==> src/include/pim_pkg.sv <==
// Purpose: Constants for the pin interrupt and pattern match engine
// Assumes: Byte-addressed Wishbone slave, 32-bit data
// Notes: Offsets are byte addresses
package pim_pkg;
  localparam int NCH = 8;
  localparam int NPINS = 64;
  localparam int SELW = 6;
  localparam logic [7:0] OFS_SEL_LO = 8'h00;
  localparam logic [7:0] OFS_SEL_HI = 8'h04;
  localparam logic [7:0] OFS_MODE = 8'h08;
  localparam logic [7:0] OFS_POLA = 8'h0c;
  localparam logic [7:0] OFS_POLB = 8'h10;
  localparam logic [7:0] OFS_ENGINE = 8'h14;
  localparam logic [7:0] OFS_TERM = 8'h18;
  localparam logic [7:0] OFS_STATUS = 8'h28;
  localparam logic [7:0] OFS_MASK = 8'h20;
  localparam logic [7:0] OFS_LEVELS = 8'h24;
  localparam int TERM_BASE = 8;
  localparam int TERM_SEL_POS = 0;
  localparam int TERM_COND_POS = 3;
  localparam int TERM_END_POS = 6;
  localparam logic [7:0] RST_BYTE = 8'h00;
  localparam logic [31:0] RST_WORD = 32'h0000_0000;
  localparam int ENG_PM_POS = 0;
  localparam int ENG_EV_POS = 1;
  typedef enum logic [2:0] {
    PIM_C_ALWAYS = 3'h0, PIM_C_HIGH = 3'h1, PIM_C_LOW = 3'h2, PIM_C_RISE = 3'h3,
    PIM_C_FALL = 3'h4, PIM_C_EDGE = 3'h5, PIM_C_NEVER = 3'h6, PIM_C_HIGH2 = 3'h7
  } pim_cond_t;
  typedef enum logic [1:0] {
    PIM_ST_IDLE = 2'b01, PIM_ST_ACK = 2'b10
  } pim_bus_st_t;
endpackage

==> src/rtl/pim_sync.sv <==
// Purpose: Two-stage synchroniser for the pin bus
// Assumes: Single system clock
// Notes: First stage feeds only the second
`timescale 1ns/1ps
`default_nettype none
module pim_sync #(
  parameter int W = 64
) (
  input wire logic sys_clk,
  input wire logic rst,
  input wire logic [W-1:0] async_in,
  output logic [W-1:0] sync_out
);
  logic [W-1:0] meta_q;
  always_ff @(posedge sys_clk or posedge rst) begin
    if (rst) begin
      meta_q <= '0;
      sync_out <= '0;
    end else begin
      meta_q <= async_in;
      sync_out <= meta_q;
    end
  end
endmodule // pim_sync
`default_nettype wire

==> src/rtl/pim_engine.sv <==
// Purpose: Pin interrupt and pattern match engine with Wishbone registers
// Assumes: 20 MHz sys_clk, async active-high rst
// Notes: Status is read-to-clear; set beats clear
// What this block does
// Software picks up to eight source pins, each edge or level sensitive.
// Each pin channel drives its own request line.
// Edge channels fire on rising, falling or both edges.
// Level channels request while the pin sits at its active level.
// Pin requests produce a wake-up indication in low-power states.
// Sources watch any pin whatever its routed function.
// Registers answer in one cycle with no wait states.
// Pattern mode evaluates a sum of terms over eight inputs.
// Each product term raises its own request when it becomes true.
// Any match can pulse the CPU event input and pin output.
// Pattern matches never produce wake-up.
// First two pin requests also go out as DMA triggers.
// Pin inputs are synchronised before edge or level detection.
`timescale 1ns/1ps
`default_nettype none
module pim_engine (
  input wire logic sys_clk,
  input wire logic rst,
  input wire logic [pim_pkg::NPINS-1:0] pins,
  input wire logic wb_cyc_i,
  input wire logic wb_stb_i,
  input wire logic wb_we_i,
  input wire logic [7:0] wb_adr_i,
  input wire logic [3:0] wb_sel_i,
  input wire logic [31:0] wb_dat_i,
  output logic [31:0] wb_dat_o,
  output logic wb_ack_o,
  output logic [pim_pkg::NCH-1:0] chan_irq,
  output logic irq,
  output logic wake_req,
  output logic cpu_event_input,
  output logic event_pin,
  output logic pin_request_zero,
  output logic pin_request_one
);
  import pim_pkg::*;

  logic [NPINS-1:0] pins_s;
  logic [SELW-1:0] sel_q [NCH];
  logic [NCH-1:0] mode_q, pola_q, polb_q, status_q, mask_q, in_prev_q;
  logic [1:0] engine_q;
  logic [2:0] tsrc_q [NCH];
  pim_cond_t tcond_q [NCH];
  logic [NCH-1:0] tend_q;
  pim_bus_st_t bst_q;
  logic [NCH-1:0] term_prev_q;

  // Pin bus crosses into the clock domain first
  pim_sync #(.W(NPINS)) u_sync (
    .sys_clk(sys_clk),
    .rst(rst),
    .async_in(pins),
    .sync_out(pins_s)
  );

  function automatic logic [7:0] merge_byte(input logic [7:0] old, input logic [31:0] d,
                                            input logic [3:0] s, input int b);
    merge_byte = s[b] ? d[8*b +: 8] : old;
  endfunction

  // Selection by index ignores the pad's routed function
  logic [NCH-1:0] in_now;
  always_comb begin
    for (int i = 0; i < NCH; i++) begin
      in_now[i] = pins_s[sel_q[i]];
    end
  end
  wire [NCH-1:0] rise = in_now & ~in_prev_q;
  wire [NCH-1:0] fall = ~in_now & in_prev_q;

  // Mode bit 1 = level; pola = rise/high, polb = fall/low
  wire [NCH-1:0] edge_hit = ~mode_q & ((rise & pola_q) | (fall & polb_q));
  wire [NCH-1:0] lvl_hit = mode_q & ((in_now & pola_q) | (~in_now & polb_q));
  wire pm_mode = engine_q[ENG_PM_POS];

  // Product terms: a term chains into the next until an end mark
  logic [NCH-1:0] lit, term_true;
  always_comb begin
    logic acc;
    acc = 1'b1;
    for (int i = 0; i < NCH; i++) begin
      case (tcond_q[i])
        PIM_C_ALWAYS: lit[i] = 1'b1;
        PIM_C_HIGH: lit[i] = in_now[tsrc_q[i]];
        PIM_C_LOW: lit[i] = ~in_now[tsrc_q[i]];
        PIM_C_RISE: lit[i] = rise[tsrc_q[i]];
        PIM_C_FALL: lit[i] = fall[tsrc_q[i]];
        PIM_C_EDGE: lit[i] = rise[tsrc_q[i]] | fall[tsrc_q[i]];
        PIM_C_HIGH2: lit[i] = in_now[tsrc_q[i]];
        default: lit[i] = 1'b0;
      endcase
    end
    for (int i = 0; i < NCH; i++) begin
      acc = acc & lit[i];
      term_true[i] = tend_q[i] & acc;
      if (tend_q[i]) begin
        acc = 1'b1;
      end
    end
  end
  wire [NCH-1:0] term_rise = term_true & ~term_prev_q;
  wire [NCH-1:0] chan_hit = pm_mode ? (term_true & tend_q) : (edge_hit | lvl_hit);
  wire [NCH-1:0] chan_evt = pm_mode ? term_rise : (edge_hit | (lvl_hit & ~status_q));

  // Bus decode
  wire bus_req = wb_cyc_i & wb_stb_i & (bst_q == PIM_ST_IDLE);
  wire wr = bus_req & wb_we_i;
  wire rd = bus_req & ~wb_we_i;
  wire hit_sel_lo = (wb_adr_i == OFS_SEL_LO);
  wire hit_sel_hi = (wb_adr_i == OFS_SEL_HI);
  wire hit_mode = (wb_adr_i == OFS_MODE);
  wire hit_pola = (wb_adr_i == OFS_POLA);
  wire hit_polb = (wb_adr_i == OFS_POLB);
  wire hit_eng = (wb_adr_i == OFS_ENGINE);
  wire hit_term = (wb_adr_i >= OFS_TERM) && (wb_adr_i < OFS_TERM + 8'h04) ;
  wire hit_stat = (wb_adr_i == OFS_STATUS);
  wire hit_mask = (wb_adr_i == OFS_MASK);
  wire hit_lvl = (wb_adr_i == OFS_LEVELS);
  wire [NCH-1:0] stat_clr = (rd && hit_stat) ? status_q : '0;

  logic [31:0] rdata;
  always_comb begin
    rdata = RST_WORD;
    if (hit_sel_lo) begin
      for (int i = 0; i < 4; i++) rdata[8*i +: 8] = {2'b00, sel_q[i]};
    end else if (hit_sel_hi) begin
      for (int i = 0; i < 4; i++) rdata[8*i +: 8] = {2'b00, sel_q[i+4]};
    end else if (hit_mode) begin
      rdata[7:0] = mode_q;
    end else if (hit_pola) begin
      rdata[7:0] = pola_q;
    end else if (hit_polb) begin
      rdata[7:0] = polb_q;
    end else if (hit_eng) begin
      rdata[1:0] = engine_q;
    end else if (hit_term) begin
      for (int i = 0; i < NCH; i++) rdata[4*i +: 4] = {tend_q[i], tsrc_q[i]};
    end else if (hit_stat) begin
      rdata[7:0] = status_q;
    end else if (hit_mask) begin
      rdata[7:0] = mask_q;
    end else if (hit_lvl) begin
      rdata[15:0] = {term_true, in_now};
    end
  end

  // Term conditions sit in a second word after the term layout word
  wire hit_tcond = (wb_adr_i == OFS_TERM + 8'h04);
  logic [31:0] tcond_rd;
  always_comb begin
    for (int i = 0; i < NCH; i++) tcond_rd[4*i +: 4] = {1'b0, tcond_q[i]};
  end

  // One-cycle ack, then one idle cycle so ack drops
  always_ff @(posedge sys_clk or posedge rst) begin
    if (rst) begin
      bst_q <= PIM_ST_IDLE;
      wb_ack_o <= 1'b0;
      wb_dat_o <= RST_WORD;
    end else begin
      case (bst_q)
        PIM_ST_IDLE: begin
          wb_ack_o <= bus_req;
          wb_dat_o <= hit_tcond ? tcond_rd : rdata;
          bst_q <= bus_req ? PIM_ST_ACK : PIM_ST_IDLE;
        end
        default: begin
          wb_ack_o <= 1'b0;
          bst_q <= PIM_ST_IDLE;
        end
      endcase
    end
  end

  always_ff @(posedge sys_clk or posedge rst) begin
    if (rst) begin
      for (int i = 0; i < NCH; i++) begin
        sel_q[i] <= '0;
        tsrc_q[i] <= '0;
        tcond_q[i] <= PIM_C_NEVER;
      end
      mode_q <= RST_BYTE;
      pola_q <= RST_BYTE;
      polb_q <= RST_BYTE;
      mask_q <= RST_BYTE;
      tend_q <= RST_BYTE;
      engine_q <= '0;
    end else if (wr) begin
      if (hit_sel_lo || hit_sel_hi) begin
        for (int i = 0; i < 4; i++) begin
          if (wb_sel_i[i]) sel_q[hit_sel_hi ? i+4 : i] <= wb_dat_i[8*i +: SELW];
        end
      end else if (hit_mode) begin
        mode_q <= merge_byte(mode_q, wb_dat_i, wb_sel_i, 0);
      end else if (hit_pola) begin
        pola_q <= merge_byte(pola_q, wb_dat_i, wb_sel_i, 0);
      end else if (hit_polb) begin
        polb_q <= merge_byte(polb_q, wb_dat_i, wb_sel_i, 0);
      end else if (hit_eng) begin
        if (wb_sel_i[0]) engine_q <= wb_dat_i[1:0];
      end else if (hit_term) begin
        for (int i = 0; i < NCH; i++) begin
          if (wb_sel_i[i/2]) begin
            tsrc_q[i] <= wb_dat_i[4*i +: 3];
            tend_q[i] <= wb_dat_i[4*i+3];
          end
        end
      end else if (hit_tcond) begin
        for (int i = 0; i < NCH; i++) begin
          if (wb_sel_i[i/2]) tcond_q[i] <= pim_cond_t'(wb_dat_i[4*i +: 3]);
        end
      end else if (hit_mask) begin
        mask_q <= merge_byte(mask_q, wb_dat_i, wb_sel_i, 0);
      end
    end
  end

  wire [NCH-1:0] status_d = (status_q & ~stat_clr) | chan_evt; // Set wins over clear
  wire any_match = pm_mode & (|term_rise);

  always_ff @(posedge sys_clk or posedge rst) begin
    if (rst) begin
      in_prev_q <= RST_BYTE;
      term_prev_q <= RST_BYTE;
      status_q <= RST_BYTE;
      chan_irq <= RST_BYTE;
      irq <= 1'b0;
      wake_req <= 1'b0;
      cpu_event_input <= 1'b0;
      event_pin <= 1'b0;
      pin_request_zero <= 1'b0;
      pin_request_one <= 1'b0;
    end else begin
      in_prev_q <= in_now;
      term_prev_q <= term_true;
      status_q <= status_d;
      chan_irq <= chan_hit;
      irq <= |(status_d & mask_q);
      wake_req <= ~pm_mode & (|(edge_hit | lvl_hit));
      cpu_event_input <= any_match & engine_q[ENG_EV_POS];
      event_pin <= any_match & engine_q[ENG_EV_POS];
      pin_request_zero <= ~pm_mode & chan_hit[0];
      pin_request_one <= ~pm_mode & chan_hit[1];
    end
  end

  AST_ACK_ONE_CYCLE: assert property (@(posedge sys_clk) disable iff (rst)
    (wb_cyc_i && wb_stb_i && !wb_ack_o) |=> wb_ack_o ##1 !wb_ack_o)
    else $error("ack not given in one cycle");
  AST_EVENT_ONLY_PM: assert property (@(posedge sys_clk) disable iff (rst)
    cpu_event_input |-> $past(pm_mode) && $past(engine_q[ENG_EV_POS]))
    else $error("event pulse outside pattern mode");
  AST_EVENT_PULSE: assert property (@(posedge sys_clk) disable iff (rst)
    cpu_event_input |-> event_pin)
    else $error("event pin does not follow event");
  AST_NO_PM_WAKE: assert property (@(posedge sys_clk) disable iff (rst)
    $past(pm_mode) |-> !wake_req)
    else $error("wake from pattern mode");
  AST_WAKE_FROM_PIN: assert property (@(posedge sys_clk) disable iff (rst)
    (!pm_mode && |(edge_hit | lvl_hit)) |=> wake_req)
    else $error("pin request did not wake");
  AST_DMA_ZERO: assert property (@(posedge sys_clk) disable iff (rst)
    pin_request_zero |-> chan_irq[0])
    else $error("dma trigger zero without channel");
  AST_CHAN_RISE: assert property (@(posedge sys_clk) disable iff (rst)
    (!pm_mode && !mode_q[0] && pola_q[0] && rise[0]) |=> chan_irq[0])
    else $error("rising edge missed");
  AST_LEVEL_HOLD: assert property (@(posedge sys_clk) disable iff (rst)
    (!pm_mode && mode_q[2] && pola_q[2] && in_now[2]) |=> chan_irq[2])
    else $error("level request missing");
  AST_SYNC_DELAY: assert property (@(posedge sys_clk) disable iff (rst)
    !rst |-> ##2 (pins_s == $past(pins, 2)))
    else $error("synchroniser depth wrong");
  AST_IRQ_MASK: assert property (@(posedge sys_clk) disable iff (rst)
    irq |-> |(status_q & mask_q))
    else $error("irq without unmasked status");
  COV_EDGE: cover property (@(posedge sys_clk) disable iff (rst) pin_request_zero);
  COV_MATCH: cover property (@(posedge sys_clk) disable iff (rst) cpu_event_input);
  COV_IRQ: cover property (@(posedge sys_clk) disable iff (rst) irq ##1 !irq);
endmodule // pim_engine
`default_nettype wire

==> config.mk <==
export PLATFORM = sky130hd
export DESIGN_NAME = pim_engine
export DESIGN_NICKNAME = d
export VERILOG_FILES = /design/src/include/pim_pkg.sv /design/src/rtl/pim_sync.sv /design/src/rtl/pim_engine.sv
export SDC_FILE = /design/constraint.sdc
export NUM_CORES = 1
export LEC_CHECK = 0
export BUFFER_PORTS_ARGS = -buffer_cell sky130_fd_sc_hd__clkbuf_2
export CAP_MARGIN = 40
export CELL_PAD_IN_SITES_DETAIL_PLACEMENT = 1
export CELL_PAD_IN_SITES_GLOBAL_PLACEMENT = 2
export CORE_MARGIN = 3
export CORE_UTILIZATION = 41
export CTS_CLUSTER_SIZE = 8
export DETAILED_ROUTE_END_ITERATION = 8
export HOLD_SLACK_MARGIN = 0.05
export MAX_ROUTING_LAYER = met4
export PLACE_DENSITY = 0.86
export SLEW_MARGIN = 40
export SYNTH_ARGS = -nofsm -noshare
export SYNTH_HDL_FRONTEND = slang
export SYNTH_SLANG_ARGS = --single-unit
==> constraint.sdc <==
create_clock -name sys_clk -period 13.1 [get_ports sys_clk]
set_clock_uncertainty 0.05 [all_clocks]
set_input_delay 0.655 -clock sys_clk [delete_from_list [all_inputs] [get_ports sys_clk]]
set_output_delay 0.655 -clock sys_clk [all_outputs]
set_load 0.02 [all_outputs]
After elaboration in Yosys (flattened, before gate mapping). Cells that the tools add are included.

Register bits: 338. Bits in latches: 0. RAM bits: 0. Bits in read-only memories: 0. Input bits: 113. Output and inout port bits: 47. Memories kept: 0.

Add/subtract/negate cells: 0. Multipliers: 0. Divide/modulo/power cells: 0. Magnitude comparators: 26. Eq/ne operators: 58. Shifts and indexed selects: 0. Multiplexer cells: 129. Bitwise gates (word level): 77. Reduce and logical (&&, ||, !) cells: 41.

Operators by type and width (number): 48-bit 2-to-1 mux (10); 48-bit bitwise mux (4); 32-bit by 4-bit greater-or-equal comparator with 1-bit output, second input constant (4); 32-bit by 1-bit < comparator with 1-bit output, second input constant (4); 3-bit inverter with 32-bit output (4); 8-bit bitwise AND (13); 32-bit 2-to-1 mux (3); 8-bit 2-to-1 mux (10); 1-bit binary-select mux with 3-bit select (24); 6-bit demux with 3-bit select (4); 3-bit equality test, second input constant (24); 24-bit 2-to-1 mux (3); 6-bit by 7-bit < comparator with 1-bit output, second input constant (8); 1-bit binary-select mux with 6-bit select (8); 3-bit by 2-bit equality test with 1-bit output, second input constant (16); 16-bit 2-to-1 mux (3); 8-bit inverter (6); 1-bit case mux with 6 select lines (8); 1-bit 2-to-1 mux (40); 8-bit OR (5); 9-bit AND reduction (4); 3-bit by 4-bit < comparator with 1-bit output, second input constant (8); 8-bit AND reduction (4); 30-bit 2-to-1 mux (1); 26 further kinds (113).

Depth between registers and ports, before layout.
Depth after elaboration: 34. Depth in mapped cells: 20. Mapped depth without buffers: 16.

Modules after synthesis. A second synthesis with hierarchy kept.

Cell total of the unflattened synthesis: 1845. Area, all modules: 19886.6 µm².

Modules (own cells, without submodules): pim_engine (instances 1, cells each 1716, area an instance 16679.7 µm², sequential area each 5251.3 µm²); pim_sync (instances 1, cells each 129, area an instance 3206.8 µm², sequential area each 3203.1 µm²).

Worst setup path after synthesis. Ideal clock, no wire load.

Path type: register to register. Start point: register sel_q[37] (netlist name). End point: register irq. Arrival time: 4.144 ns. Required time: 12.926 ns. Setup slack: 8.783 ns. Cell stages (with the launch flop): 17. Period minus slack after synthesis: 4.317 ns. Path through: dfrtp_1 -> buf_6 -> mux4_1 -> mux2_2 -> o2111ai_1 -> and2_1 -> buf_6 -> mux2i_1 -> mux4_2 -> mux2_4 -> a311o_1 -> nor2b_1 -> a221o_2 -> a31oi_4 -> or2_4 -> o211ai_2 -> a211o_1.

Longest elaborated chain between the ends: 28. Elaborated cells on any way between the ends: 114. Classes of those cells: mux (66); bitwise (47); reduce/logical (1).

RTL lines: start: declaration (line pim_engine.sv:43) `logic [SELW-1:0] sel_q [NCH];`; start signal: indexed assignment (line pim_engine.sv:195) `if (wb_sel_i[i]) sel_q[hit_sel_hi ? i+4 : i] <= wb_dat_i[8*i +: SELW];`; 1-bit binary-select mux with 6-bit select * (line pim_engine.sv:69) `in_now[i] = pins_s[sel_q[i]];`; 1-bit 2-to-1 mux (not written as such) * (line pim_engine.sv:69); 8-bit inverter (line pim_engine.sv:73, pim_engine.sv:77); 8-bit bitwise AND (line pim_engine.sv:73) `wire [NCH-1:0] fall = ~in_now & in_prev_q;`; 1-bit binary-select mux with 3-bit select (line pim_engine.sv:91, pim_engine.sv:92); 1-bit 2-to-1 mux (not written as such) (line pim_engine.sv:91, pim_engine.sv:92); 1-bit OR (line pim_engine.sv:92) `PIM_C_EDGE: lit[i] = rise[tsrc_q[i]] | fall[tsrc_q[i]];`; 1-bit case mux with 6 select lines (line pim_engine.sv:86) `case (tcond_q[i])`; [12 not listed]; 1-bit 2-to-1 mux (line pim_engine.sv:100) `if (tend_q[i]) begin`; 1-bit bitwise AND (line pim_engine.sv:98) `acc = acc & lit[i];`; 1-bit bitwise AND (line pim_engine.sv:99) `term_true[i] = tend_q[i] & acc;`; 8-bit bitwise AND (line pim_engine.sv:105) `wire [NCH-1:0] term_rise = term_true & ~term_prev_q;`; 8-bit 2-to-1 mux * (line pim_engine.sv:107) `wire [NCH-1:0] chan_evt = pm_mode ? term_rise : (edge_hit | (lvl_hit & ~status_q));`; 8-bit OR * (line pim_engine.sv:222) `wire [NCH-1:0] status_d = (status_q & ~stat_clr) | chan_evt;`; 8-bit bitwise AND * (line pim_engine.sv:242) `irq <= |(status_d & mask_q);`; 8-bit OR reduction * (line pim_engine.sv:242); end signal: assignment (line pim_engine.sv:242); end: declaration (line pim_engine.sv:33) `output logic irq,`.

Every way passes the cells marked *; elsewhere a longest branch is shown, timed or not. The select of a mux whose other input is x is not followed. A chain may end at the register's enable or synchronous reset.

Final worst setup path.
Start point: register sel_q[2] (netlist name). End point: register irq.

The elaborated chain is that of the path after synthesis.

==> flow_summary.json <==
{
  "clockBufferDepth": 3,
  "syn_avg_cell_area_um2": 11.5,
  "fmax_mhz": 170,
  "met2_usage_pct": 48.7,
  "yosys_warnings": 0,
  "placedCellCount": 2385,
  "synth_enable_flop_cells": 0,
  "io_pins": 160,
  "grt_busiest_layer": "met2",
  "cp_top_family": "compound AO/OA/AOI/OAI gates",
  "initial_core_util_pct": 41.8,
  "grt_pass1_wl_um": 114000,
  "vias_per_cell": 6.56,
  "p_leak_nw": 8.99,
  "nets": 1943,
  "cpMaxStageDelayCell": "dfrtp_1",
  "dp_slack_ns": 6.99,
  "max_stage_delay_ns": 0.86,
  "synthArstFlopShare_pct": 100,
  "synthFlopType": "dfrtp_1",
  "grt_util_met3_pct": 5.64,
  "finalHoldViolCount": 0,
  "portBuffers": 159,
  "cts_resized": 0,
  "fin_area_mm2": 0.0224,
  "fin_total_pwr_mw": 2.57,
  "final.fill_count": 4944,
  "grt_overflow": 0,
  "die_h_um": 225,
  "power_density_mw_per_mm2": 115,
  "fp.dieW_um": 225,
  "stdcell_count": 2470,
  "root_buffer": "clkbuf_16",
  "worst_slew_pin_slew_ns": 0.959,
  "die_area_mm2": 0.0505,
  "synth_fp_nets": 1825,
  "vias": 16200,
  "cts_buffers": 49,
  "finalCritPeriodShare_pct": 45.0,
  "path_class": "register to register",
  "syn_to_final_growth_pct": 14.1,
  "grt_setup_unrepaired": "false",
  "drc_errors": 0,
  "setup_slack_ns": 7.21,
  "syn_area_mm2": 0.0196,
  "path_clk_slew_ns": 0.06,
  "antenna_found_initial": 3,
  "setup-violations-final": 0,
  "maxCapViolations": 0,
  "yosysUniqueCellTypes": 92,
  "hold_class": "input port to register",
  "drv_slew": 0,
  "grt_util_all_layers_pct": 31.2,
  "rows": 79,
  "synth_cells": 1712,
  "status": "completed",
  "grt_util_met1_pct": 40.3,
  "grt_pass1_vias": 17000,
  "cp-start-kind": "register",
  "wl_um": 76400,
  "cp-end-kind": "register",
  "cts_sinks": 337,
  "wl_per_cell_um": 30.9,
  "drtIter0Drc": 1890,
  "postCtsSetupBuffers": 0,
  "htree_levels": 2,
  "clock_latency_ns": 0.58,
  "critPathMaxFanout": 16,
  "seqCellArea_mm2": 0.00847,
  "relSlewSlack_pct": 35.3,
  "cts_tree": "yes",
  "holdBufCountCts": 0,
  "crit_arrival_ns": 6.31,
  "vdd_drop_max_uv": 125,
  "grt_max_degree": 127,
  "core-area_mm2": 0.0470,
  "critPathBufInv": 0,
  "hold_ws_ns": 0.134,
  "gp_congestion": 0.988,
  "required_ns": 13.51,
  "fin_setup_tns_ns": 0,
  "utilization_pct": 47.7,
  "dp_hpwl_um": 56400,
  "drive_gt1_share_pct": 29.9,
  "antenna_left": 0,
  "dr.pass1.iters": 6,
  "worstPathCellList": "mux4_2 > mux2_2 > o22ai_1 > o22a_1 > mux4_2 > nor3_1 > or4_1 > nor3_1 > a32oi_2 > a221o_2 > a31oi_4 > or2_4 > o211ai_2 > a211o_1",
  "seq_area_frac_synth_pct": 43.1,
  "place_area_mm2": 0.0210,
  "synth_seq_cells": 337,
  "layout_min_cycle_time_ns": 5.89,
  "multi_input_area_mm2": 0.0105
}
## flip-flops by register name, summed over array words and instances, names as in the netlist, 24 cells and up
register / flops
sel_q: 48
u_sync.meta_q: 64
tsrc_q: 24
u_sync.sync_out: 64
tcond_q: 24
wb_dat_o: 32
## power breakdown
part | internal (mW) | leakage, nW | switching [mW]
clock network | 0.715 | 0.683 | 0.472
registers | 1.08 | 4.16 | 0.0655
logic | 0.0938 | 4.15 | 0.141
total | 1.89 | 8.99 | 0.679
## cells in the mapped netlist, types with 8 or more instances
master	count	area share, %
nor2_1	113	2.2
a21o_1	10	0.38
o21ai_0	70	1.8
o31ai_1	9	0.34
clkbuf_1	71	1.4
buf_1	9	0.17
nand3_1	36	0.92
mux4_2	107	12
dfstp_2	17	2.3
nor2b_1	27	0.86
mux2_2	136	7.8
nand4_1	16	0.51
a31oi_1	36	1.1
nor3_1	26	0.66
inv_1	43	0.82
nand3b_1	17	0.65
o211ai_1	21	0.80
a21oi_1	29	0.74
nand2b_1	14	0.45
a22oi_1	50	1.9
a22o_1	18	0.80
dfrtp_1	320	41
buf_2	30	0.76
nand2_1	115	2.2
and2_1	16	0.51
mux2i_1	145	7.4
a221oi_1	25	1.1
and3_1	11	0.35
o22ai_1	12	0.38
o2111ai_1	8	0.36
## worst reg2reg max path, stage by stage, from the launching register on
cell and delay [ns]:
dfrtp_1 0.86, mux4_2 0.61, mux2_2 0.30, o22ai_1 0.15, o22a_1 0.71, mux4_2 0.43, nor3_1 0.05, or4_1 0.53
nor3_1 0.52, a32oi_2 0.14, a221o_2 0.51, a31oi_4 0.32, or2_4 0.21, o211ai_2 0.09, a211o_1 0.28
## cells by family after synthesis
group / after synthesis / synth area share (%)
AOI/OAI and AO/OA: 372 / 13.9
xor gates and xnor gates: 9 / 0.402
buffers and inverters: 166 / 3.69
DFF: 337 / 43.1
muxes: 392 / 27.9
and+or+nand+nor: 436 / 11.0
## area by class of cell
class / count / share of cell area (%)
Multi-Input combinational cell: 1209 / 47.0
Sequential cell: 337 / 37.8
Clock buffer: 78 / 6.19
Timing Repair Buffer: 189 / 4.73
Tap cell: 607 / 3.39
Inverter: 44 / 0.793
Clock inverter: 4 / 0.106
Antenna cell: 2 / 0.0223
## path summary, 6_finish.rpt
kind | from | endpoint | slack [ns] | cells after the start
setup reg to reg | sel_q[2]$_DFFE_PP0P_ | irq$_DFF_PP0_ | 7.21 | 14
setup / recovery | sel_q[2]$_DFFE_PP0P_ | irq$_DFF_PP0_ | 7.21 | 14
min in group asynchronous | rst | sel_q[40]$_DFFE_PP0P_ | 0.16 | 2
max in group asynchronous | rst | sel_q[42]$_DFFE_PP0P_ | 11.64 | 3
hold reg to reg | u_sync.meta_q[7]$_DFF_PP0_ | u_sync.sync_out[7]$_DFF_PP0_ | 0.28 | 0
hold / removal | pins[59] | u_sync.meta_q[59]$_DFF_PP0_ | 0.13 | 1
## metal layers
metal | routed length (um) | part of all wire (%) | vias up
li1 | - | - | 6808
met1 | 31000 | 41 | 8391
met2 | 35700 | 47 | 797
met3 | 5990 | 7.8 | 216
met4 | 3670 | 4.8 | 0
met5 | 0 | 0 | -
## cell usage in the layout (no fill, tap or decap), types with 7 or more instances in the layout
cell type  count
a21o_1        10
a21oi_1       29
a221oi_1      25
a22o_1        18
a22oi_1       50
a31oi_1       36
and2_1        16
and3_1        11
buf_4         25
clkbuf_1      26
clkbuf_16     51
clkbuf_2     159
dfrtp_1      311
dfrtp_2        9
dfstp_2       17
inv_1         42
mux2_2       136
mux2i_1      145
mux4_2       107
nand2_1      115
nand2b_1      14
nand3_1       36
nand3b_1      17
nand4_1       16
nor2_1       107
nor2b_1       26
nor3_1        24
nor3b_1        7
o2111ai_1      8
o211ai_1      21
o21ai_0       70
o22ai_1       12
o31ai_1        9
or2_2          7
(Power assumes the default switching activity.)
